File: src/inc/dss_pkg.sv
// Notes on behaviour
// - Sync edges are spaced by a whole number of 250 us ticks, at most 15 ms apart.
// - The position controller runs once per sync interval with sync on, else every 250 us tick.
// - In profile mode with sync on, a profile cycle starts in the loop cycle that begins at the sync edge.
// - With sync off, a profile cycle starts every 250 us tick regardless of the sync input.
// - In interpolation mode each interpolation cycle starts at a sync edge and steps run in later loop cycles.
// - Command values are latched from the object store early in the cycle that uses them.
// - Feedback is scaled and held in its cycle and published early in the next cycle.
// - Feedback published once per profile cycle takes the value of the last loop cycle.
// - Process data moves both ways within the first 90 us of every profile cycle.
// - Drive-parameter process data is written within the first 90 us of every loop cycle.
// - Four sync managers exist, two for mailbox traffic and two for process data.
// - Drive sync select 0 never masters the drive, 1 masters once locked, 2 always masters.
// - Module sync select 0 never masters other modules, 1 once locked, 2 always.
// - A writable alias from 0 to 32767 stands in for drive_parameter_zero.
// - In interpolation mode the master position is converted to a drive command every tick.
package dss_pkg;
    // ***********************************
    // Timing
    // ***********************************
    localparam int CLK_MHZ = 125;
    localparam int TICK_US = 250;
    localparam int WIN_US = 90;
    localparam int MAX_IVL_MS = 15;
    // Both products are exact at 125 MHz, so no rounding is needed
    localparam int TICK_CYC = TICK_US * CLK_MHZ;
    localparam int WIN_CYC = WIN_US * CLK_MHZ;
    localparam logic [7:0] MAX_TICKS = 8'((MAX_IVL_MS * 1000) / TICK_US);
    // ***********************************
    // Register map
    // ***********************************
    localparam logic [7:0] OFS_ALIAS = 8'h00;
    localparam logic [7:0] OFS_DSEL = 8'h04;
    localparam logic [7:0] OFS_MSEL = 8'h08;
    localparam logic [7:0] OFS_CTRL = 8'h0c;
    localparam logic [7:0] OFS_STAT = 8'h10;
    localparam int CTL_DC = 0;
    localparam int CTL_INTERP = 1;
    localparam int CTL_SHIFT = 4;
    localparam int STS_LOCK = 0;
    localparam int STS_LATE = 1;
    localparam int STS_IVL = 8;
    localparam int STS_SM = 16;
    localparam int STS_SM_MBX = 20;
    localparam int STS_SM_PD = 24;
    localparam logic [15:0] ALIAS_RST = 16'h0000;
    localparam logic [15:0] ALIAS_MAX = 16'h7fff;
    localparam logic [1:0] SEL_NEVER = 2'h0;
    localparam logic [1:0] SEL_LOCKED = 2'h1;
    localparam logic [1:0] SEL_ALWAYS = 2'h2;
    localparam logic [1:0] SEL_RST = SEL_LOCKED;
    localparam logic [3:0] NUM_SM = 4'h4;
    localparam logic [3:0] NUM_SM_MBX = 4'h2;
    localparam logic [3:0] NUM_SM_PD = 4'h2;
    localparam logic [1:0] FIFO_DEPTH = 2'h2;
endpackage
File: src/core/dss_sync_scheduler.sv
`timescale 1ns/100ps
`default_nettype none
module dss_sync_scheduler #(
    parameter int TICK_CYCLES = dss_pkg::TICK_CYC,
    parameter int WIN_CYCLES = dss_pkg::WIN_CYC
) (
    input wire logic sys_clk,
    input wire logic nrst,
    input wire logic hsel,
    input wire logic [31:0] haddr,
    input wire logic [1:0] htrans,
    input wire logic hwrite,
    input wire logic [2:0] hsize,
    input wire logic hready,
    input wire logic [31:0] hwdata,
    output logic [31:0] hrdata,
    output logic hreadyout,
    output logic hresp,
    input wire logic syncIn,
    input wire logic [31:0] cmdIn,
    input wire logic [31:0] fbIn,
    input wire logic fbReady,
    output logic fbValid,
    output logic [31:0] fbData,
    output logic loopStart,
    output logic profileStart,
    output logic posRun,
    output logic interpStep,
    output logic posConvert,
    output logic loopWindow,
    output logic pdoWindow,
    output logic [31:0] cmdLatched,
    output logic driveSyncMaster,
    output logic moduleSyncMaster,
    output logic [15:0] paramZeroValue
);
    // ***********************************
    // State
    // ***********************************
    localparam logic [15:0] TICK_LAST = 16'(TICK_CYCLES - 1);
    localparam logic [15:0] WIN_LEN = 16'(WIN_CYCLES);

    typedef enum logic {DSS_ACQ, DSS_LOCK} dss_lock_t;

    typedef struct packed {
        logic s1, s2, s3, lvl;
        logic [15:0] base;
        logic [7:0] since;
        logic [7:0] ivl;
        dss_lock_t lock;
        logic [15:0] loopRem;
        logic [15:0] profRem;
        logic [31:0] cmd;
        logic [31:0] fbHold;
        logic pend;
        logic late;
        logic [1:0][31:0] mem;
        logic wp, rp;
        logic [1:0] cnt;
        logic [15:0] zeroAlias;
        logic [1:0] dsel, msel;
        logic dc, interp;
        logic [3:0] shift;
        logic aAct, aWr;
        logic [7:0] aAdr;
        logic [31:0] rdata;
    } dss_state_t;

    dss_state_t q, n;
    logic syncEdge, tick, prof, ivlOk, push, pop;
    logic [7:0] meas;
    logic [31:0] fbScaled;

    // Master decision shared by both select settings
    function automatic logic masterOn(input logic [1:0] sel, input dss_lock_t lk);
        masterOn = (sel == dss_pkg::SEL_ALWAYS) || (sel == dss_pkg::SEL_LOCKED && lk == DSS_LOCK);
    endfunction

    function automatic logic [31:0] rdMux(input logic [7:0] a, input dss_state_t s);
        rdMux = 32'h0000_0000;
        unique case (a)
            dss_pkg::OFS_ALIAS: rdMux[15:0] = s.zeroAlias;
            dss_pkg::OFS_DSEL: rdMux[1:0] = s.dsel;
            dss_pkg::OFS_MSEL: rdMux[1:0] = s.msel;
            dss_pkg::OFS_CTRL: begin
                rdMux[dss_pkg::CTL_DC] = s.dc;
                rdMux[dss_pkg::CTL_INTERP] = s.interp;
                rdMux[dss_pkg::CTL_SHIFT +: 4] = s.shift;
            end
            dss_pkg::OFS_STAT: begin
                rdMux[dss_pkg::STS_LOCK] = (s.lock == DSS_LOCK);
                rdMux[dss_pkg::STS_LATE] = s.late;
                rdMux[dss_pkg::STS_IVL +: 8] = s.ivl;
                rdMux[dss_pkg::STS_SM +: 4] = dss_pkg::NUM_SM;
                rdMux[dss_pkg::STS_SM_MBX +: 4] = dss_pkg::NUM_SM_MBX;
                rdMux[dss_pkg::STS_SM_PD +: 4] = dss_pkg::NUM_SM_PD;
            end
            default: rdMux = 32'h0000_0000;
        endcase
    endfunction

    // ***********************************
    // Timebase events
    // ***********************************
    // Edge only once the second and third stage agree; sync ignored with clocks off
    assign syncEdge = q.dc && (q.s2 == q.s3) && q.s3 && !q.lvl;
    assign tick = syncEdge || (q.base == TICK_LAST);
    assign prof = q.dc ? syncEdge : tick;
    assign meas = q.since + 8'h01;
    // Off-grid edge or count out of range breaks lock
    assign ivlOk = (q.base == TICK_LAST) && (meas != 8'h00) && (meas <= dss_pkg::MAX_TICKS);
    assign push = q.pend && (q.cnt != dss_pkg::FIFO_DEPTH) && (q.profRem != 16'h0000);
    assign pop = fbReady && (q.cnt != 2'h0);
    assign fbScaled = fbIn >> q.shift;

    // ***********************************
    // Next state
    // ***********************************
    always_comb begin
        n = q;
        n.s1 = syncIn;
        n.s2 = q.s1;
        n.s3 = q.s2;
        if (q.s2 == q.s3) begin
            n.lvl = q.s3;
        end
        // Edge restarts the base counter so the loop cycle begins at it
        n.base = tick ? 16'h0000 : q.base + 16'h0001;
        if (!q.dc) begin
            n.since = 8'h00;
            n.lock = DSS_ACQ;
        end else if (syncEdge) begin
            n.since = 8'h00;
            n.ivl = meas;
            n.lock = ivlOk ? DSS_LOCK : DSS_ACQ;
        end else if (tick && q.since != 8'hff) begin
            n.since = q.since + 8'h01;
        end
        // Windows open on the cycle after the starting tick
        if (tick) begin
            n.loopRem = WIN_LEN;
        end else if (q.loopRem != 16'h0000) begin
            n.loopRem = q.loopRem - 16'h0001;
        end
        if (prof) begin
            n.profRem = WIN_LEN;
        end else if (q.profRem != 16'h0000) begin
            n.profRem = q.profRem - 16'h0001;
        end
        if (tick) begin
            n.cmd = cmdIn;
            n.fbHold = fbScaled;
        end
        // A push stalled by a full buffer gives up at window end
        if (q.pend && !push && q.profRem == 16'h0001) begin
            n.pend = 1'b0;
            n.late = 1'b1;
        end
        if (push) begin
            n.pend = 1'b0;
            n.mem[q.wp] = q.fbHold;
            n.wp = ~q.wp;
        end
        if (prof) begin
            n.pend = 1'b1;
        end
        if (pop) begin
            n.rp = ~q.rp;
        end
        n.cnt = q.cnt + {1'b0, push} - {1'b0, pop};
        // Bus address phase, then write in data phase
        n.aAct = hsel && htrans[1] && hready;
        n.aWr = hwrite;
        n.aAdr = haddr[7:0];
        if (hsel && htrans[1] && hready && !hwrite) begin
            n.rdata = rdMux(haddr[7:0], q);
        end
        if (q.aAct && q.aWr) begin
            unique case (q.aAdr)
                dss_pkg::OFS_ALIAS: if (hwdata[15:0] <= dss_pkg::ALIAS_MAX) n.zeroAlias = hwdata[15:0];
                dss_pkg::OFS_DSEL: if (hwdata[1:0] <= dss_pkg::SEL_ALWAYS) n.dsel = hwdata[1:0];
                dss_pkg::OFS_MSEL: if (hwdata[1:0] <= dss_pkg::SEL_ALWAYS) n.msel = hwdata[1:0];
                dss_pkg::OFS_CTRL: begin
                    n.dc = hwdata[dss_pkg::CTL_DC];
                    n.interp = hwdata[dss_pkg::CTL_INTERP];
                    n.shift = hwdata[dss_pkg::CTL_SHIFT +: 4];
                end
                // Clear of the late flag loses to a new late event
                dss_pkg::OFS_STAT: if (hwdata[dss_pkg::STS_LATE] && !n.late) n.late = 1'b0;
                default: n.zeroAlias = n.zeroAlias;
            endcase
            if (q.aAdr == dss_pkg::OFS_STAT && hwdata[dss_pkg::STS_LATE] && !(q.pend && !push && q.profRem == 16'h0001)) begin
                n.late = 1'b0;
            end
        end
    end

    // Single register stage for all state
    always_ff @(posedge sys_clk or negedge nrst) begin
        if (!nrst) begin
            q <= '0;
            q.lock <= DSS_ACQ;
            q.zeroAlias <= dss_pkg::ALIAS_RST;
            q.dsel <= dss_pkg::SEL_RST;
            q.msel <= dss_pkg::SEL_RST;
        end else begin
            q <= n;
        end
    end

    // ***********************************
    // Outputs
    // ***********************************
    assign hrdata = q.rdata;
    assign hreadyout = 1'b1;
    assign hresp = 1'b0;
    assign loopStart = tick;
    assign profileStart = prof;
    assign posRun = prof;
    assign interpStep = q.interp && tick && !prof;
    assign posConvert = q.interp && tick;
    assign loopWindow = q.loopRem != 16'h0000;
    assign pdoWindow = q.profRem != 16'h0000;
    assign cmdLatched = q.cmd;
    assign fbValid = q.cnt != 2'h0;
    assign fbData = q.mem[q.rp];
    assign driveSyncMaster = masterOn(q.dsel, q.lock);
    assign moduleSyncMaster = masterOn(q.msel, q.lock);
    assign paramZeroValue = q.zeroAlias;
endmodule // dss_sync_scheduler
`default_nettype wire

File: config.mk
export PLATFORM = sky130hd
export DESIGN_NAME = dss_sync_scheduler
export DESIGN_NICKNAME = d
export VERILOG_FILES = /design/src/inc/dss_pkg.sv /design/src/core/dss_sync_scheduler.sv
export SDC_FILE = /design/constraint.sdc
export NUM_CORES = 1
export LEC_CHECK = 0
export BUFFER_PORTS_ARGS = -buffer_cell sky130_fd_sc_hd__buf_4
export CORE_MARGIN = 1
export CORE_UTILIZATION = 35
export CTS_BUF_LIST = sky130_fd_sc_hd__clkbuf_2
export DETAILED_ROUTE_END_ITERATION = 10
export GPL_TIMING_DRIVEN = 0
export PLACE_DENSITY = 0.56
export RECOVER_POWER = 50
export SETUP_SLACK_MARGIN = 0.4
export SLEW_MARGIN = 0
export SYNTH_ARGS = -nofsm -noshare
export SYNTH_HDL_FRONTEND = slang
export SYNTH_SLANG_ARGS = --single-unit
export TNS_END_PERCENT = 10
File: constraint.sdc
create_clock -name sys_clk -period 2.2 [get_ports sys_clk]
set_clock_uncertainty 0.1 [all_clocks]
set_input_delay 0.22 -clock sys_clk [delete_from_list [all_inputs] [get_ports sys_clk]]
set_output_delay 0.22 -clock sys_clk [all_outputs]
set_load 0.03 [all_outputs]
* Word-level counts from Yosys, hierarchy flattened
Index checks and enable logic that the tools add are counted.
** Word-level totals
- Register bits :: 267
- Input bits :: 140
- Output and inout port bits :: 124
- Logic and storage cells :: 138
** Cells by class
- $add $sub $neg :: 6
- $lt $le $gt $ge :: 6
- Equal/unequal tests :: 19
- Shifts and indexed selects :: 1
- Multiplexer cells :: 29
- Bitwise operators :: 2
- Reductions and logical operators :: 46
** Operators with widths (count)
- $mux 32 :: 3
- $mux 16 :: 5
- $bwmux 64 :: 1
- $demux 32 s1 :: 1
- $eq 8x4->1 const B :: 4
- $reduce_bool 16->1 :: 2
- $shr 32x4->32 :: 1
- $sub 16x1->16 const B :: 2
- $mux 8 :: 3
- $logic_and 1x1->1 :: 23
- $add 16x1->16 const B :: 1
- $eq 16x1->1 const B :: 1
- $eq 16x15->1 const B :: 1
- $eq 8x3->1 const B :: 2
- $eq 8x5->1 const B :: 2
- $le 16x15->1 const B :: 1
- $logic_not 8->1 :: 2
- $pmux 8 s2 :: 1
- $mux 1 :: 10
- $mux 10 :: 1
- $pmux 2 s5 :: 1
- $reduce_and 3->1 :: 3
- $add 8x1->8 const B :: 1
- $le 8x6->1 const B :: 1
- other kinds (21) :: 36

* Longest topological paths before layout
- Word-level depth :: 13
- Gate-level depth with buffers :: 10
- Mapped depth without buffers :: 9

* Worst setup path after synthesis
No wires, ideal clock.
- Path kind :: register to output
- Start point :: register q[252] in the netlist's numbering
- End point :: output interpStep
- Arrival time :: 1913 ps
- Required time :: 1880 ps
- Path slack :: -33 ps
- Cell stages (with the launch flop) :: 10
- Buffers on the path :: 1
- Cell sequence :: dfrtp_1 -> inv_1 -> ha_1 -> and4bb_1 -> nand4_2 -> and2_4 -> inv_2 -> buf_2 -> nand2_1 -> nor2_1
** On the way
- Word-level cells in the longest chain between the ends :: 5
- Elaborated cells on any way between the ends :: 6
- Those cells by class :: 1 x eq/ne; 1 x mux; 4 x reduce/logical
** RTL lines
- start: declaration :: RTL line dss_sync_scheduler.sv:69 : dss_state_t q, n;
- start signal: assignment :: RTL line dss_sync_scheduler.sv:207 : q <= n;
- $eq 16x15->1 (*) :: RTL line dss_sync_scheduler.sv:107 : assign tick = syncEdge || (q.base == TICK_LAST);
- $logic_or 1x1->1 (*) :: RTL line dss_sync_scheduler.sv:107
- $mux 1 :: RTL line dss_sync_scheduler.sv:108 : assign prof = q.dc ? syncEdge : tick;
- $logic_not 1->1 :: RTL line dss_sync_scheduler.sv:220 : assign interpStep = q.interp && tick && !prof;
- $logic_and 1x1->1 (*) :: RTL line dss_sync_scheduler.sv:220
- end: declaration :: RTL line dss_sync_scheduler.sv:28 : output logic interpStep,
Every way passes the cells marked *; elsewhere a longest branch is shown, timed or not.

* Worst setup path after layout
Ends and elaborated chain as after synthesis.

==> metrics.md <==
| Metric | Value |
|---|---|
| Die X | `197 µm` |
| Worst endpoint required time | `1.88 ns` |
| Layout area overhead | `50.0%` |
| H-tree depth | `3` |
| # nets final | `1,855` |
| CTS tree | `built` |
| Design Area, Final | `20,000 µm²` |
| Worst-path maximum fanout | `3` |
| CTS max path bufs | `3` |
| Register area share after synthesis | `48.1%` |
| Chip height | `197 µm` |
| Post-synth cell types | `77` |
| Mapped cell area | `13,300 µm²` |
| Port Buffers | `204` |
| Reg2Reg Depth | `6` |
| WL/cell | `16.7 µm` |
| Via density | `4.77` |
| Grt total ovfl | `0` |
| Layout cell share with drive strength beyond 1 | `43.6%` |
| CTS buffer count | `77` |
| GRT Resource Usage Total | `19.8%` |
| Smallest setup slack after layout | `-0.656 ns` |
| Most frequent cell after synthesis | `dfrtp_1` |
| CTS clk-pin slew, worst paths | `0.09 ns` |
| Design Power | `0.0184 W` |
| RSZ-0062 raised after global routing | `yes` |
| DPL Wire Length | `24.8 mm` |
| Async SR Flop Fraction | `100%` |
| # Max-Cap Violations | `1` |
| Synth area leaders | `dfrtp_1, mux2_2, nand2_1, buf_4, mux2_4` |
| Syn_area_per_cell | `11.0 µm²` |
| Critical path's largest stage delay | `0.38 ns` |
| Hold depth | `3` |
| GP Congestion | `0.851` |
| DR vias | `10,860` |
| Critical path type | `register to output pin` |
| DR DRC count | `0` |
| Slew Limit Headroom | `-11.0%` |
| Ports | `264` |
| Status | `complete, but fails checks` |
| Worst-margin pin slew | `1.67 ns` |
| Synth top cells by count | `dfrtp_1, nand2_1, mux2_2` |
| Crit Reg-Reg Endpoint | `paramZeroValue[13]$_DFFE_PN0P_` |
| DRT Pass-1 Iters | `6` |
| EDFF count, synth | `0` |
| Final setup violation count | `178` |
| Initial antenna violation count | `8` |
| CP Capture Type | `output pin` |
| Mapped Cells | `1,207` |
| Starting DRT DRC Count | `451` |
| # rows | `71` |
| YS warnings | `0` |
| Worst Hold Path EP | `q[41]$_DFF_PN0_` |
| Worst hold-check path type | `input port to register` |
| Hold path start | `hready` |
| PD cells | `918 nW/µm²` |
| ANT nets after route | `0` |
| Fillers | `3,321` |
| Number of global-route vias before repair | `11,310` |
| Final Slew Violations | `115` |
| Crit share post-route | `130%` |
| CP max stage cell | `dfrtp_1` |
| Cell area after placement | `15,700 µm²` |
| Peak VDD IR | `418 µV` |
| First-pass GRT wire length | `60.4 mm` |
| Post-synth top flop | `dfrtp_1` |
| R2R Setup Slk | `-0.18 ns` |
| Static leakage | `9.25 nW` |
| Worst-Skew Late Latency | `0.92 ns` |
| Crit path cell chain | `inv_1, ha_1, and4bb_2, nand4_4, and2_4, inv_8, buf_12, nand2_4, nor2_4, buf_6` |
| Critical Path AT | `2.54 ns` |
| Initial core utilization | `35.5%` |
| Post-Route WL | `38.0 mm` |
| Failing checks | `max-capacitance violations, max-slew violations, negative setup slack` |
| Fmax achieved | `350 MHz` |
| Min Tclk post-route | `2.86 ns` |
| Endpoints failing hold | `0` |
| Seq cells post-synth | `256` |
| Largest net degree at the start of global routing | `120` |
| Clock Root Buffer | `clkbuf_2` |
| Core footprint | `37,600 µm²` |
| Synth top area share | `47.7%` |
| Worst reg2reg startpoint | `q[32]$_DFF_PN0_` |
| Area leader, netlist | `dfrtp_1` |
| Worst Setup Start Kind | `register` |
| Clock Sinks | `256` |
| Die ar. | `38,900 µm²` |
-- kinds of logic (layout without fill, tap and decap cells) --
group                      after synthesis  count (layout)  share of synthesized area [%]
AOI/OAI and AO/OA                      159             159                           7.97
xor gates and xnor gates                41              41                           2.69
adders and majority gates               10              10                          0.920
buffers and inverters                  163             702                           7.73
DFF                                    256             256                           48.1
muxes                                  192             192                           18.7
other                                    2              20                         0.0563
and+or+nand+nor                        384             384                           13.8
-- what timing repair did --
action	4_1_cts	5_1_grt
gates resized for setup	352	140
hold buffers	157	1
setup buffers	21	20
pin swaps	32	42
setup endpoints to repair	322	399
gates cloned	1	2
hold endpoints to repair	320	17
-- power by group --
| group | switching [W] | internal, W | total [W] | leakage (nW) |
|---|---|---|---|---|
| Clock | 0.00212 | 0.00158 | 0.00369 | 0.530 |
| Combinational | 0.00353 | 0.00440 | 0.00793 | 5.56 |
| Sequential | 0.000910 | 0.00584 | 0.00674 | 3.16 |
| Total | 0.00655 | 0.0118 | 0.0184 | 9.25 |
-- state kept, by name (all words and copies together), names as in the netlist --
register and count:
cmdLatched 32, n 2, hrdata 17, q 189
paramZeroValue 16
-- stage by stage --
| step | setup TNS, ns | util (%) | setup slack, ns | instances | hold WS [ns] |
|---|---|---|---|---|---|
| final | -21.32 | 53.2 | -0.656 | 2275 | 0.0282 |
| after global routing | -99.01 | 53.2 | -0.842 | 2274 | -0.0145 |
| after floorplan | 0 | - | 0.173 | 1220 | -0.176 |
| after CTS | -14.26 | 51.8 | -0.811 | 2248 | 0.0816 |
| after global placement | -374.02 | 41.6 | -1.49 | 1935 | 0.231 |
| after detailed placement | -8.28 | 41.7 | -0.441 | 1937 | -0.0172 |
-- cells in the final DEF, fill, tap and decap left out, drive strengths merged, types with 15 or more instances in the layout --
master	Yosys	layout
a21oi	25	25
mux4	20	20
xnor2	29	29
buf	110	355
nand3	17	17
nand2	198	198
dfrtp	254	254
nor2	74	74
conb	2	15
o21ai	53	53
mux2i	31	31
clkinv	0	17
dlygate4sd3	0	154
mux2	141	141
inv	17	19
clkbuf	36	153
-- worst max-delay path by stage --
| stage | startpoint | endpoint | slack [ns] | depth (start not counted) |
|---|---|---|---|---|
| 2_1_floorplan | q[207]$_DFFE_PN0P_ | q[69]$_DFF_PN0_ | 0.17 | 8 |
| 3_3_place_gp | nrst | q[71]$_DFFE_PN0P_ | -1.49 | 1 |
| 3_5_place_dp | q[252]$_DFF_PN0_ | interpStep | -0.44 | 10 |
| 4_1_cts | q[252]$_DFF_PN0_ | interpStep | -0.81 | 10 |
| 5_1_grt | q[252]$_DFF_PN0_ | interpStep | -0.84 | 10 |
| 6_report | q[252]$_DFF_PN0_ | interpStep | -0.66 | 10 |
-- critical path: cells and delay by family (launching register included) --
family                   cells  cell delay (ns)
adder cells (fa/ha/maj)      1             0.14
buffers and inverters        4             0.34
flip-flops                   1             0.38
AND/OR/NAND/NOR              5             0.79
-- layout make-up --
class,instances,area (µm²),share of cell area [%]
inverters,17,71.3,0.357
well taps,511,639,3.20
flip-flops and latches,256,6430,32.1
diodes,5,12.5,0.0626
clock inverters,22,149,0.744
repair buffers,407,3900,19.5
clock buffers,110,551,2.75
multi-input cells,801,6600,33.0
plain buffers,146,1650,8.23
-- routing by layer --
metal,track usage [%],part of all wire (%),vias up
li1,-,-,5177
met1,24.7,42,5316
met2,32.8,49,263
met3,4.51,4.7,98
met4,9.02,3.3,6
met5,0,0.084,-
(Power assumes the default switching activity.)
